$ cat src/verilog/apfc_pkg.sv
package apfc_pkg;
  // Register indices; byte address is four times the index
  localparam logic [5:0] IDX_FLAG0 = 6'h17;
  localparam logic [5:0] IDX_FLAG1 = 6'h18;
  localparam logic [5:0] IDX_FLAG2 = 6'h1A;
  localparam logic [5:0] IDX_TXFMT = 6'h1B;
  localparam logic [5:0] IDX_RXFMT = 6'h1C;
  localparam logic [5:0] IDX_RDBK  = 6'h1D;
  localparam logic [5:0] IDX_ISTAT = 6'h20;
  localparam logic [5:0] IDX_IMASK = 6'h21;
  localparam logic [5:0] IDX_RDATA = 6'h22;

  // Reset values
  localparam logic [7:0] RST_FLAG0 = 8'h00;
  localparam logic [7:0] RST_FLAG1 = 8'h07;
  localparam logic [7:0] RST_FLAG2 = 8'h40;
  localparam logic [7:0] RST_TXFMT = 8'h06;
  localparam logic [7:0] RST_RXFMT = 8'h06;
  localparam logic [7:0] RST_RDBK  = 8'h80;

  // Writable bits of each register
  localparam logic [7:0] MSK_FLAG0 = 8'h0F;
  localparam logic [7:0] MSK_FLAG1 = 8'h0F;
  localparam logic [7:0] MSK_FLAG2 = 8'hF0;
  localparam logic [7:0] MSK_TXFMT = 8'h3F;
  localparam logic [7:0] MSK_RXFMT = 8'hFF;
  localparam logic [7:0] MSK_RDBK  = 8'hDF;

  // Audio port register fields
  localparam int FMT_LSB   = 0;
  localparam int WL_LSB    = 2;
  localparam int BCP_BIT   = 4;
  localparam int LRP_BIT   = 5;
  localparam int MS_BIT    = 6;
  localparam int CLKEN_BIT = 7;
  localparam logic [1:0] FMT_DSP = 2'h3;
  localparam logic [1:0] FMT_I2S = 2'h2;
  localparam logic [1:0] FMT_LJ  = 2'h1;
  localparam logic [1:0] FMT_RJ  = 2'h0;
  localparam logic [1:0] WL_16   = 2'h0;
  localparam logic [1:0] WL_20   = 2'h1;
  localparam logic [4:0] WB_16   = 5'h10;
  localparam logic [4:0] WB_20   = 5'h14;
  localparam logic [4:0] WB_24   = 5'h18;

  // Readback register fields
  localparam int SEL_LSB    = 0;
  localparam int CONTINUOUS_READBACK_BIT   = 3;
  localparam int FLAGS_BIT  = 4;
  localparam int TRMASK_BIT = 6;
  localparam int HIRATE_BIT = 7;
  localparam logic [2:0] SEL_MAX = 3'h6;

  // Flag pin selectors
  localparam int SEL0_LSB = 0;
  localparam int SEL2_LSB = 4;
  localparam int NFLAGS   = 13;
  localparam logic [3:0] FSEL_MAX = 4'hC;
  localparam int FLG_CHANNEL_STATUS_UPDATE_FLAG = 9;

  // Interrupt status bits
  localparam int IRQ_W       = 2;
  localparam int IRQ_SRCLOST = 0;
  localparam int IRQ_CSUPD   = 1;

  localparam int SAMPLE_W = 24;
  localparam logic [23:0] SAMPLE_ALL = 24'hFFFFFF;

  // Sample width of a word length code
  function automatic logic [4:0] wl_bits(input logic [1:0] wl);
    if (wl == WL_16)
      return WB_16;
    else if (wl == WL_20)
      return WB_20;
    return WB_24;
  endfunction : wl_bits
endpackage : apfc_pkg

$ cat src/verilog/apfc_flag_if.sv
interface apfc_flag_if;
  logic [12:0] flags;
  logic [3:0]  sel0;
  logic [3:0]  sel1;
  logic [3:0]  sel2;
  logic        two_wire;
  logic [2:0]  pin;
  logic [2:0]  oe;
  modport src (output flags, sel0, sel1, sel2, two_wire, input pin, oe);
  modport mux (input flags, sel0, sel1, sel2, two_wire, output pin, oe);
endinterface : apfc_flag_if

$ cat src/verilog/apfc_flag_mux.sv
module apfc_flag_mux (
  // Clock and reset
  input wire logic   clk,
  input wire logic   rst_n,
  // Flags and selectors
  apfc_flag_if.mux   fi
);
  logic [2:0] pin_r;
  logic [2:0] oe_r;

  // Codes past the last flag give a steady low
  function automatic logic pick(input logic [3:0] sel, input logic [12:0] f);
    if (sel <= apfc_pkg::FSEL_MAX)
      return f[sel];
    return 1'b0;
  endfunction : pick

  // Pins 1 and 2 serve as control pins outside two-wire mode, so stay undriven
  always_ff @(posedge clk or negedge rst_n)
  begin
    if (!rst_n)
    begin
      pin_r <= 3'h0;
      oe_r  <= 3'h0;
    end
    else
    begin
      pin_r[0] <= pick(fi.sel0, fi.flags);
      pin_r[1] <= fi.two_wire & pick(fi.sel1, fi.flags);
      pin_r[2] <= fi.two_wire & pick(fi.sel2, fi.flags);
      oe_r     <= {fi.two_wire, fi.two_wire, 1'b1};
    end
  end

  assign fi.pin = pin_r;
  assign fi.oe  = oe_r;
endmodule : apfc_flag_mux

$ cat src/verilog/apfc_top.sv
// Function
// - Four-bit selector routes a receiver flag to pin
// - Pins 1 and 2 only in two-wire mode
// - Two-bit port format field, resets to I2S
// - Word length 16, 20 or 24 bits
// - Bit 4 inverts port bit clock
// - Bit 5 frame polarity or DSP variant
// - Master bit decides who drives audio clocks
// - Clock enable keeps master clocks on loss
// - Selector picks status register for readback
// - Bit 3 enables continuous readback
// - Bit 4 appends flags to audio
// - Bit 6 disables received sample truncation
// - High-rate receive enable, set at reset
//
// Design decision made here: the Avalon-MM register port.
module apfc_top (
  // Clock and reset
  input  wire logic        CLK_SYS,
  input  wire logic        NRST,
  // Avalon-MM slave
  input  wire logic [7:0]  AVS_ADDRESS,
  input  wire logic        AVS_READ,
  input  wire logic        AVS_WRITE,
  input  wire logic [31:0] AVS_WRITEDATA,
  input  wire logic [3:0]  AVS_BYTEENABLE,
  output logic      [31:0] AVS_READDATA,
  output logic             AVS_WAITREQUEST,
  // Interrupt
  output logic             IRQ,
  // Receiver side, flags and loss are asynchronous
  input  wire logic [12:0] RX_FLAGS,
  input  wire logic        RX_SRC_LOST,
  input  wire logic [55:0] RX_STATUS,
  input  wire logic [4:0]  CS_WORD_BITS,
  input  wire logic [23:0] RX_SAMPLE_IN,
  input  wire logic        RX_SAMPLE_VALID,
  // Control mode strap
  input  wire logic        CTRL_TWO_WIRE,
  // Internal clock generator
  input  wire logic        BCLK_GEN,
  input  wire logic        LRCLK_GEN,
  // Audio clock pins
  input  wire logic        BCLK_I,
  output logic             BCLK_O,
  output logic             BCLK_OE,
  input  wire logic        LRCLK_I,
  output logic             LRCLK_O,
  output logic             LRCLK_OE,
  // Flag pins
  output logic      [2:0]  GPO_O,
  output logic      [2:0]  GPO_OE,
  // Transmit port setup
  output logic      [1:0]  TX_FORMAT,
  output logic      [4:0]  TX_WORD_BITS,
  output logic             TX_BCLK,
  output logic             TX_LRCLK,
  output logic             TX_DSP_B,
  // Receive port setup
  output logic      [1:0]  RX_FORMAT,
  output logic      [4:0]  RX_WORD_BITS,
  output logic             RX_BCLK,
  output logic             RX_LRCLK,
  output logic             RX_DSP_B,
  // Readback and receiver modes
  output logic             CONTINUOUS_READBACK_READBACK,
  output logic             FLAGS_APPEND,
  output logic             HIGH_RATE_EN,
  output logic      [23:0] RX_SAMPLE_OUT,
  output logic             RX_SAMPLE_OUT_VALID
);
  logic [7:0]  flag0_r;
  logic [7:0]  flag1_r;
  logic [7:0]  flag2_r;
  logic [7:0]  txfmt_r;
  logic [7:0]  rxfmt_r;
  logic [7:0]  rdbk_r;
  logic [1:0]  istat_r;
  logic [1:0]  istat_nxt;
  logic [1:0]  imask_r;
  logic [1:0]  ievt;
  logic        ack_r;
  logic        req;
  logic        acc;
  logic        wr_acc;
  logic [5:0]  idx;
  logic [31:0] rdata_r;
  logic [16:0] sync1_r;
  logic [16:0] sync2_r;
  logic        lost_d_r;
  logic        channel_status_update_flag_d_r;
  logic        master;
  logic        src_lost;
  logic        raw_b;
  logic        raw_lr;
  logic        bclk_o_r;
  logic        lrclk_o_r;
  logic        clk_oe_r;
  logic        tx_b_r;
  logic        tx_lr_r;
  logic        rx_b_r;
  logic        rx_lr_r;
  logic [23:0] smp_r;
  logic        smp_v_r;

  apfc_flag_if fif ();

  // Bus handshake: one wait cycle, then the access completes
  assign req             = AVS_READ | AVS_WRITE;
  assign AVS_WAITREQUEST = req & ~ack_r;
  assign acc             = req & ack_r;
  assign wr_acc          = acc & AVS_WRITE & AVS_BYTEENABLE[0];
  assign idx             = AVS_ADDRESS[7:2];

  // Register view; unmapped and unused bits read zero
  function automatic logic [7:0] rd_val(input logic [5:0] a);
    if (a == apfc_pkg::IDX_FLAG0)
      return flag0_r;
    else if (a == apfc_pkg::IDX_FLAG1)
      return flag1_r;
    else if (a == apfc_pkg::IDX_FLAG2)
      return flag2_r;
    else if (a == apfc_pkg::IDX_TXFMT)
      return txfmt_r;
    else if (a == apfc_pkg::IDX_RXFMT)
      return rxfmt_r;
    else if (a == apfc_pkg::IDX_RDBK)
      return rdbk_r;
    else if (a == apfc_pkg::IDX_ISTAT)
      return {6'h00, istat_r};
    else if (a == apfc_pkg::IDX_IMASK)
      return {6'h00, imask_r};
    else if (a == apfc_pkg::IDX_RDATA)
    begin
      if (rdbk_r[2:0] <= apfc_pkg::SEL_MAX)
        return RX_STATUS[rdbk_r[2:0] * 8 +: 8];
      return 8'h00;
    end
    return 8'h00;
  endfunction : rd_val

  // Sample keep mask, MSB aligned; zero or full width keeps all bits
  function automatic logic [23:0] keep_mask(input logic [4:0] bits);
    logic [23:0] m;
    m = apfc_pkg::SAMPLE_ALL;
    if (bits != 5'h00 && bits < apfc_pkg::WB_24)
      m = apfc_pkg::SAMPLE_ALL << (apfc_pkg::WB_24 - bits);
    return m;
  endfunction : keep_mask

  // Read data is captured in the wait cycle and held through the accept edge
  always_ff @(posedge CLK_SYS or negedge NRST)
  begin
    if (!NRST)
    begin
      ack_r   <= 1'b0;
      rdata_r <= 32'h0000_0000;
    end
    else
    begin
      ack_r <= req & ~ack_r;
      if (AVS_READ && !ack_r)
        rdata_r <= {24'h000000, rd_val(idx)};
    end
  end

  assign AVS_READDATA = rdata_r;

  // Configuration registers; only writable bits are stored
  always_ff @(posedge CLK_SYS or negedge NRST)
  begin
    if (!NRST)
    begin
      flag0_r <= apfc_pkg::RST_FLAG0;
      flag1_r <= apfc_pkg::RST_FLAG1;
      flag2_r <= apfc_pkg::RST_FLAG2;
      txfmt_r <= apfc_pkg::RST_TXFMT;
      rxfmt_r <= apfc_pkg::RST_RXFMT;
      rdbk_r  <= apfc_pkg::RST_RDBK;
      imask_r <= 2'h0;
    end
    else if (wr_acc)
    begin
      if (idx == apfc_pkg::IDX_FLAG0)
        flag0_r <= AVS_WRITEDATA[7:0] & apfc_pkg::MSK_FLAG0;
      else if (idx == apfc_pkg::IDX_FLAG1)
        flag1_r <= AVS_WRITEDATA[7:0] & apfc_pkg::MSK_FLAG1;
      else if (idx == apfc_pkg::IDX_FLAG2)
        flag2_r <= AVS_WRITEDATA[7:0] & apfc_pkg::MSK_FLAG2;
      else if (idx == apfc_pkg::IDX_TXFMT)
        txfmt_r <= AVS_WRITEDATA[7:0] & apfc_pkg::MSK_TXFMT;
      else if (idx == apfc_pkg::IDX_RXFMT)
        rxfmt_r <= AVS_WRITEDATA[7:0] & apfc_pkg::MSK_RXFMT;
      else if (idx == apfc_pkg::IDX_RDBK)
        rdbk_r  <= AVS_WRITEDATA[7:0] & apfc_pkg::MSK_RDBK;
      else if (idx == apfc_pkg::IDX_IMASK)
        imask_r <= AVS_WRITEDATA[1:0];
    end
  end

  // Two-stage synchronisers for pins and asynchronous receiver levels
  always_ff @(posedge CLK_SYS or negedge NRST)
  begin
    if (!NRST)
    begin
      sync1_r <= 17'h00000;
      sync2_r <= 17'h00000;
    end
    else
    begin
      sync1_r <= {LRCLK_I, BCLK_I, CTRL_TWO_WIRE, RX_SRC_LOST, RX_FLAGS};
      sync2_r <= sync1_r;
    end
  end

  assign src_lost = sync2_r[13];

  // Interrupt events: source loss and channel status update, on rising edge
  always_ff @(posedge CLK_SYS or negedge NRST)
  begin
    if (!NRST)
    begin
      lost_d_r <= 1'b0;
      channel_status_update_flag_d_r <= 1'b0;
    end
    else
    begin
      lost_d_r <= src_lost;
      channel_status_update_flag_d_r <= sync2_r[apfc_pkg::FLG_CHANNEL_STATUS_UPDATE_FLAG];
    end
  end

  assign ievt[apfc_pkg::IRQ_SRCLOST] = src_lost & ~lost_d_r;
  assign ievt[apfc_pkg::IRQ_CSUPD]   = sync2_r[apfc_pkg::FLG_CHANNEL_STATUS_UPDATE_FLAG] & ~channel_status_update_flag_d_r;

  // Write one to clear; a new event in the same cycle keeps the bit set
  always_comb
  begin
    istat_nxt = istat_r;
    if (wr_acc && idx == apfc_pkg::IDX_ISTAT)
      istat_nxt = istat_r & ~AVS_WRITEDATA[1:0];
    istat_nxt = istat_nxt | ievt;
  end

  always_ff @(posedge CLK_SYS or negedge NRST)
  begin
    if (!NRST)
      istat_r <= 2'h0;
    else
      istat_r <= istat_nxt;
  end

  assign IRQ = |(istat_r & imask_r);

  // Master uses the generator, slave follows the synchronised pins
  assign master = rxfmt_r[apfc_pkg::MS_BIT];
  assign raw_b  = master ? BCLK_GEN : sync2_r[15];
  assign raw_lr = master ? LRCLK_GEN : sync2_r[16];

  // Pins drive the plain generator clocks; each port applies its own polarity
  always_ff @(posedge CLK_SYS or negedge NRST)
  begin
    if (!NRST)
    begin
      bclk_o_r  <= 1'b0;
      lrclk_o_r <= 1'b0;
      clk_oe_r  <= 1'b0;
    end
    else
    begin
      bclk_o_r  <= BCLK_GEN;
      lrclk_o_r <= LRCLK_GEN;
      clk_oe_r  <= master & (~src_lost | rxfmt_r[apfc_pkg::CLKEN_BIT]);
    end
  end

  assign BCLK_O   = bclk_o_r;
  assign LRCLK_O  = lrclk_o_r;
  assign BCLK_OE  = clk_oe_r;
  assign LRCLK_OE = clk_oe_r;

  // Port clocks; frame inversion does not apply in DSP framing
  always_ff @(posedge CLK_SYS or negedge NRST)
  begin
    if (!NRST)
    begin
      tx_b_r  <= 1'b0;
      tx_lr_r <= 1'b0;
      rx_b_r  <= 1'b0;
      rx_lr_r <= 1'b0;
    end
    else
    begin
      tx_b_r  <= raw_b ^ txfmt_r[apfc_pkg::BCP_BIT];
      rx_b_r  <= raw_b ^ rxfmt_r[apfc_pkg::BCP_BIT];
      tx_lr_r <= raw_lr ^ (txfmt_r[apfc_pkg::LRP_BIT] & (TX_FORMAT != apfc_pkg::FMT_DSP));
      rx_lr_r <= raw_lr ^ (rxfmt_r[apfc_pkg::LRP_BIT] & (RX_FORMAT != apfc_pkg::FMT_DSP));
    end
  end

  assign TX_BCLK  = tx_b_r;
  assign TX_LRCLK = tx_lr_r;
  assign RX_BCLK  = rx_b_r;
  assign RX_LRCLK = rx_lr_r;

  // Port format fields
  assign TX_FORMAT    = txfmt_r[apfc_pkg::FMT_LSB +: 2];
  assign RX_FORMAT    = rxfmt_r[apfc_pkg::FMT_LSB +: 2];
  assign TX_WORD_BITS = apfc_pkg::wl_bits(txfmt_r[apfc_pkg::WL_LSB +: 2]);
  assign RX_WORD_BITS = apfc_pkg::wl_bits(rxfmt_r[apfc_pkg::WL_LSB +: 2]);
  assign TX_DSP_B     = (TX_FORMAT == apfc_pkg::FMT_DSP) & txfmt_r[apfc_pkg::LRP_BIT];
  assign RX_DSP_B     = (RX_FORMAT == apfc_pkg::FMT_DSP) & rxfmt_r[apfc_pkg::LRP_BIT];

  // Receiver mode bits
  assign CONTINUOUS_READBACK_READBACK = rdbk_r[apfc_pkg::CONTINUOUS_READBACK_BIT];
  assign FLAGS_APPEND  = rdbk_r[apfc_pkg::FLAGS_BIT];
  assign HIGH_RATE_EN  = rdbk_r[apfc_pkg::HIRATE_BIT];

  // Truncation to the received word length unless masked off
  always_ff @(posedge CLK_SYS or negedge NRST)
  begin
    if (!NRST)
    begin
      smp_r   <= 24'h000000;
      smp_v_r <= 1'b0;
    end
    else
    begin
      smp_v_r <= RX_SAMPLE_VALID;
      if (RX_SAMPLE_VALID)
      begin
        if (rdbk_r[apfc_pkg::TRMASK_BIT])
          smp_r <= RX_SAMPLE_IN;
        else
          smp_r <= RX_SAMPLE_IN & keep_mask(CS_WORD_BITS);
      end
    end
  end

  assign RX_SAMPLE_OUT       = smp_r;
  assign RX_SAMPLE_OUT_VALID = smp_v_r;

  // Flag pin routing
  assign fif.flags    = sync2_r[12:0];
  assign fif.sel0     = flag0_r[apfc_pkg::SEL0_LSB +: 4];
  assign fif.sel1     = flag1_r[apfc_pkg::SEL0_LSB +: 4];
  assign fif.sel2     = flag2_r[apfc_pkg::SEL2_LSB +: 4];
  assign fif.two_wire = sync2_r[14];
  assign GPO_O        = fif.pin;
  assign GPO_OE       = fif.oe;

  apfc_flag_mux u_flag_mux (
    .clk   (CLK_SYS),
    .rst_n (NRST),
    .fi    (fif.mux)
  );
endmodule : apfc_top

$ cat config.mk
export PLATFORM = sky130hd
export DESIGN_NAME = apfc_top
export DESIGN_NICKNAME = d
export VERILOG_FILES = /design/src/verilog/apfc_pkg.sv /design/src/verilog/apfc_flag_if.sv /design/src/verilog/apfc_flag_mux.sv /design/src/verilog/apfc_top.sv
export SDC_FILE = /design/constraint.sdc
export NUM_CORES = 1
export LEC_CHECK = 0
export BUFFER_PORTS_ARGS = -buffer_cell sky130_fd_sc_hd__buf_2
export CAP_MARGIN = 20
export CORE_MARGIN = 4
export CORE_UTILIZATION = 50
export CTS_BUF_LIST = sky130_fd_sc_hd__clkbuf_2
export DETAILED_ROUTE_END_ITERATION = 16
export PLACE_DENSITY = 0.9
export SLEW_MARGIN = 5
export SYNTH_ARGS = -nofsm -noshare
export SYNTH_HDL_FRONTEND = slang
export SYNTH_SLANG_ARGS = --single-unit
$ cat constraint.sdc
create_clock -name CLK_SYS -period 2.46 [get_ports CLK_SYS]
set_clock_uncertainty 0.1 [all_clocks]
set_input_delay 0.123 -clock CLK_SYS [delete_from_list [all_inputs] [get_ports CLK_SYS]]
set_output_delay 0.123 -clock CLK_SYS [all_outputs]
set_load 0.01 [all_outputs]
==> run summary, run 1 <==
outcome - completed
hold worst-path end - AVS_READDATA[4]$_DFFE_PN0P_
Worst-Margin Slew - 0.699 ns
Post-CTS Setup Bufs - 0
RSZ-0062 raised after global routing - false
Max Freq - 423 MHz
Data required, critical path - 2.92 ns
minimum clock period - 2.36 ns
DIE WIDTH - 119 um
clk_lat worst skew - 0.65 ns
number of synthesized flops with an enable pin - 0
Slew HR - 53.4%
first-pass GRT wire length - 30.7 mm
Antenna Cells - 0
Initial Utilization - 51.1%
Levels on crit path - 5
post-route ant nets - 0
crit path buf inv count - 2
Worst EP arrival - 2.82 ns
CTS tree - yes
placer congestion estimate - 0.971
Hold Path Class - in -> reg
Yosys warnings - 0
peak supply drop - 0.437 mV
commonest non-fill, non-tap cell in the layout - buf_2
Final TNS setup - 0 ns
Nets - 1016
die height - 119 um
max incr delay on CP - 0.55 ns
Crit path top cell by count - dlygate4sd3_1
R2R Path End - RX_SAMPLE_OUT[13]$_DFFE_PN0P_
final worst path period share - 96.1%
initial antenna violation count - 0
Post-DP HPWL - 12.8 mm
Util after Layout - 71.5%
final WL - 19.5 mm
top cell type by total area after synthesis - dfrtp_1
final max-slew violation count - 0
slowest CP cell - dlygate4sd3_1
Hold Fails Final Rpt - 0
# port buffers - 185
Yosys cell types - 67
initial DRC count - 317
commonest cells after routing, fill and taps aside - buf_2, dlygate4sd3_1, dfrtp_1
maximum fanout along the worst path - 7
CTS Sinks - 119
IO Count - 245
Worst R2R Setup Slack - 0.1 ns
global routing usage on met1 - 31.0%
gr ovfl total - 0
nature of the critical path endpoint - register
RR Startpoint - rdbk_r[6]$_DFFE_PN0P_
vias per inst - 5.59
Max Buffers Root-to-Sink - 2
leakage - 4.09 nW
GR peak layer - met2
overall routing resource usage - 27.4%
crit-path cells - a311o_2 -> nand3_1 -> dlygate4sd3_1 -> o2bb2ai_1 -> dlygate4sd3_1
Synth area leaders - dfrtp_1, mux2_2, buf_4
TritonRoute pass-1 iters - 5
Power per Cell Area - 500 mW/mm^2
total power - 0.00431 W
CTS H-tree depth - 4
critical path's top delay family - buffers and inverters
DRC Markers - 0
Mapped Area - 0.00616 mm^2
worst hold slack - 0.0838 ns
max-cap violations - 0
Yosys reg bits - 119
core area - 0.0121 mm^2
CTS buffer count - 17
vias in the first global route - 6014
Min-Delay Startpoint - RX_STATUS[36]
final setup vio count - 0
row count - 40
FFs w/ async S/R, synth - 100%
synthesized area per cell - 11.1 um^2
top cell type's share of synthesized area - 44.7%
gate count of the mapped netlist - 554
grt met3 use - 8.02%
register area share after synthesis - 48.5%
Die ar. - 0.0142 mm^2
Worst Hold Path Cells - 6
Reg clk slew, reported paths - 0.18 ns
pin count of the biggest net entering global routing - 55
fraction of layout cells with a size suffix above 1 - 34.1%
worst setup path class - reg -> reg
detailed-route via count - 5797
startpoint types - register
Primary FF master, synth - dfrtp_1
wire length per cell - 18.8 um
Root Buffer - clkbuf_2
P&R area growth vs syn - 40.0%
GRT met2 Usage - 48.4%
R2R depth - 5
metal layers:
| metal | up-vias | routed length, um |
|---|---|---|
| li1 | 2581 | - |
| met2 | 364 | 9960 |
| met5 | - | 0 |
| met3 | 60 | 1750 |
| met1 | 2792 | 7080 |
| met4 | 0 | 667 |
worst max-delay path by stage:
stage,startpoint,to,slack [ns]
after floorplan,flag1_r[0]$_DFFE_PN1P_,u_flag_mux.fi.pin[1]$_DFF_PN0_,0.48
after global placement,CS_WORD_BITS[1],RX_SAMPLE_OUT[19]$_DFFE_PN0P_,0.29
after detailed placement,CS_WORD_BITS[1],RX_SAMPLE_OUT[19]$_DFFE_PN0P_,0.22
after CTS,rdbk_r[6]$_DFFE_PN0P_,RX_SAMPLE_OUT[13]$_DFFE_PN0P_,0.09
after global routing,rdbk_r[6]$_DFFE_PN0P_,RX_SAMPLE_OUT[13]$_DFFE_PN0P_,0.02
final,rdbk_r[6]$_DFFE_PN0P_,RX_SAMPLE_OUT[13]$_DFFE_PN0P_,0.1
per-stage QoR:
step / worst slack (ns) / cell area [um^2] / cells
6_report: 0.0962 / 8630 / 1037
5_1_grt: 0.0239 / 8630 / 1037
4_1_cts: 0.0932 / 8610 / 1035
3_5_place_dp: 0.224 / 7110 / 880
3_3_place_gp: 0.287 / 7110 / 880
2_1_floorplan: 0.477 / 6270 / 583
report_power, final:
part	switching [W]	internal, W
sequential	0.000106	0.00208
clock	0.000696	0.000541
combinational	0.000433	0.000455
synthesized netlist by cell type, types with 7 or more instances:
cell	count
dfrtp_1	110
mux2_2	38
buf_4	36
nand2_1	35
o21ai_0	28
inv_1	26
mux2i_1	24
clkbuf_1	22
nor2_1	21
a21oi_1	17
o2bb2ai_1	17
nand3_1	12
mux4_2	10
dfstp_2	9
nand2b_1	9
a22oi_1	7
cell type report:
cell class                 count  area (um^2)
sequential                   119         2990
clock buffer                  18         90.1
tap                          168          210
multi-input combinational    370         2770
fill                         836         3430
timing repair buffer         325         2330
inverter                      26         97.6
clock inverter                11          135
state kept, by name (all words and copies together), names as in the netlist, 2 cells and up:
signal	cells
RX_SAMPLE_OUT	24
rdbk_r	7
sync2_r	17
flag0_r	4
sync1_r	17
flag2_r	4
imask_r	2
flag1_r	4
AVS_READDATA	8
u_flag_mux.fi.pin	3
rxfmt_r	8
txfmt_r	6
u_flag_mux.fi.oe	2
istat_r	2
repair_timing:
| item | 4_1_cts | 5_1_grt |
|---|---|---|
| gates resized for setup | 0 | 1 |
| hold endpoints to repair | 204 | 1 |
| endpoints found under the setup margin | 0 | 1 |
| hold buffers | 126 | 2 |
logic make-up (layout without fill, tap and decap cells):
kind of cell / count (synthesis) / after routing / share of synthesized area (%)
compound gates: 130 / 130 / 15.6
xor+xnor: 5 / 5 / 0.711
fa+ha+maj: 4 / 4 / 0.812
buf+inv: 94 / 380 / 8.29
flops: 119 / 119 / 48.5
mux: 72 / 72 / 14.5
other cells: 2 / 31 / 0.122
simple gates: 128 / 128 / 11.5
worst register-to-register path, delay by kind of cell (launching register included):
kind	cells	cell delay (ns)
buffers and inverters	2	1.10
AOI/OAI and AO/OA	2	0.49
and+or+nand+nor	1	0.12
DFF	1	0.48
No activity file was read; power rests on OpenSTA's default activity.
==> inputs of run 2 (changes only) <==
--- a/config.mk
+++ b/config.mk
@@ -8,10 +8,10 @@
 export BUFFER_PORTS_ARGS = -buffer_cell sky130_fd_sc_hd__buf_2
 export CAP_MARGIN = 20
 export CORE_MARGIN = 4
-export CORE_UTILIZATION = 50
+export CORE_UTILIZATION = 45
 export CTS_BUF_LIST = sky130_fd_sc_hd__clkbuf_2
 export DETAILED_ROUTE_END_ITERATION = 16
-export PLACE_DENSITY = 0.9
+export PLACE_DENSITY = 0.83
 export SLEW_MARGIN = 5
 export SYNTH_ARGS = -nofsm -noshare
 export SYNTH_HDL_FRONTEND = slang
==> constraint.sdc (replaced) <==
create_clock -name CLK_SYS -period 2.69 [get_ports CLK_SYS]
set_clock_uncertainty 0.1 [all_clocks]
set_input_delay 0.1345 -clock CLK_SYS [delete_from_list [all_inputs] [get_ports CLK_SYS]]
set_output_delay 0.1345 -clock CLK_SYS [all_outputs]
set_load 0.01 [all_outputs]
==> run 2 against run 1 <==
  * Worst hold slack lost 0.019 ns
  * Register-to-register slack lost 0.05 ns
  * Count of clock-buffer cells in the layout unchanged
  * Sequential power decreased by 9%
  * Highest routed layer unchanged
==> run summary, run 2 (synthesis gave the netlist of run 1 again) <==
CTS Sinks - 119
minimum clock period - 2.64 ns
vias in the first global route - 6092
Hold Fails Final Rpt - 0
Root Buffer - clkbuf_2
DIE WIDTH - 125 um
R2R depth - 5
clk_lat worst skew - 0.69 ns
Reg clk slew, reported paths - 0.19 ns
pin count of the biggest net entering global routing - 51
CTS buffer count - 17
Combinational Power Share - 21.0%
TritonRoute pass-1 iters - 5
peak supply drop - 0.434 mV
post-route ant nets - 0
outcome - completed
Crit path top cell by count - dlygate4sd3_1
overall routing resource usage - 25.2%
first-pass GRT wire length - 31.6 mm
placer congestion estimate - 0.932
fraction of layout cells with a size suffix above 1 - 34.2%
max-cap violations - 0
final WL - 19.8 mm
Post-DP HPWL - 13.0 mm
Worst EP arrival - 3.11 ns
row count - 42
Placed Area - 0.00708 mm^2
commonest cells after routing, fill and taps aside - buf_2, dlygate4sd3_1, dfrtp_1
final worst path period share - 98.1%
RR Startpoint - rdbk_r[6]$_DFFE_PN0P_
Final TNS setup - 0 ns
CTS tree - yes
total power - 0.00405 W
max reg flops - 24
maximum fanout along the worst path - 13
pre-CTS setup slack - 0.347 ns
R2R Path End - RX_SAMPLE_OUT[23]$_DFFE_PN0P_
Data required, critical path - 3.16 ns
final setup vio count - 0
leakage - 4.17 nW
initial antenna violation count - 0
vias per inst - 5.42
max incr delay on CP - 0.60 ns
Clock power frac - 29.5%
die height - 125 um
Die ar. - 0.0156 mm^2
final max-slew violation count - 0
core area - 0.0133 mm^2
slowest CP cell - dlygate4sd3_1
Max Buffers Root-to-Sink - 2
Max Freq - 379 MHz
startpoint types - register
setup ws final - 0.0509 ns
critical path endpoint - RX_SAMPLE_OUT[23]$_DFFE_PN0P_
DRC Markers - 0
worst setup path class - reg -> reg
Worst-Margin Slew - 0.699 ns
crit-path cells - a311o_2 -> o211ai_1 -> dlygate4sd3_1 -> o21ai_0 -> dlygate4sd3_1
Slew HR - 53.0%
Antenna Cells - 0
initial DRC count - 426
Finished Cell Area - 0.00881 mm^2
P&R area growth vs syn - 43.0%
nature of the critical path endpoint - register
IO Count - 245
Initial Utilization - 46.2%
timing startpoint of the critical path - rdbk_r[6]$_DFFE_PN0P_
Hold Path Class - in -> reg
Switch Pwr - 0.00119 W
Worst R2R Setup Slack - 0.05 ns
detailed-route via count - 5764
RSZ-0062 raised after global routing - false
CTS H-tree depth - 4
gr ovfl total - 0
Internal - 0.00286 W
wire length per cell - 18.6 um
# port buffers - 185
Seq pwr share - 49.5%
Nets - 1031
Power per Cell Area - 459 mW/mm^2
commonest non-fill, non-tap cell in the layout - buf_2
switch share - 29.4%
## run 2: worst min path at each step
stage	start	to	slack (ns)	depth (start not counted)
after CTS	AVS_ADDRESS[7]	AVS_READDATA[6]$_DFFE_PN0P_	0.002	6
after global placement	NRST	u_flag_mux.fi.oe[0]$_DFF_PN0_	0.1	1
after floorplan	NRST	AVS_READDATA[0]$_DFFE_PN0P_	-0.26	0
final	CS_WORD_BITS[1]	RX_SAMPLE_OUT[9]$_DFFE_PN0P_	0.06	5
after global routing	CS_WORD_BITS[0]	RX_SAMPLE_OUT[9]$_DFFE_PN0P_	0.04	5
after detailed placement	NRST	u_flag_mux.fi.oe[0]$_DFF_PN0_	0.10	1
## run 2: what timing repair did
item                                    4_1_cts  5_1_grt
endpoints found under the setup margin        0       11
setup buffers                                 0        5
hold buffers                                142        0
gates resized for setup                       0        5
hold endpoints to repair                    204        0
## run 2: metrics by stage
stage / hold slack [ns] / util [%] / cells
3_3_place_gp: 0.0984 / 53.0 / 884
4_1_cts: 0.00152 / 65.7 / 1058
3_5_place_dp: 0.104 / 53.0 / 884
5_1_grt: 0.0430 / 66.0 / 1063
6_report: 0.0647 / 66.0 / 1063
2_1_floorplan: -0.261 / - / 583
## run 2: final cells by class
type	instances	area [um^2]
clock buffer	18	90.1
clock inverter	14	159
fill	975	4540
inverter	26	97.6
multi-input combinational	370	2780
sequential	119	2990
tap	176	220
timing repair buffer	340	2480
## run 2: critical path, delay by kind of cell (launching register included)
| kind | cells | cell delay [ns] |
|---|---|---|
| AOI/OAI and AO/OA | 3 | 0.78 |
| DFF | 1 | 0.48 |
| buffers and inverters | 2 | 1.18 |
## run 2: power by group through the flow
stage / clock network [W] / logic, W / registers, W
finish: 0.00120 / 0.000850 / 0.00200
CTS: 0.00122 / 0.000808 / 0.00200
floorplan: 0 / 0.000354 / 0.00202
detailed placement: 0 / 0.000620 / 0.00203
global route: 0.00132 / 0.000916 / 0.00202
global placement: 0 / 0.000604 / 0.00203
## run 2: metal layers
layer,GRT usage (%),wire [um],up-vias
li1,-,-,2606
met1,28.4,7210,2747
met2,44.1,9950,348
met3,7.21,1800,63
met4,12.1,853,0
met5,0,0,-
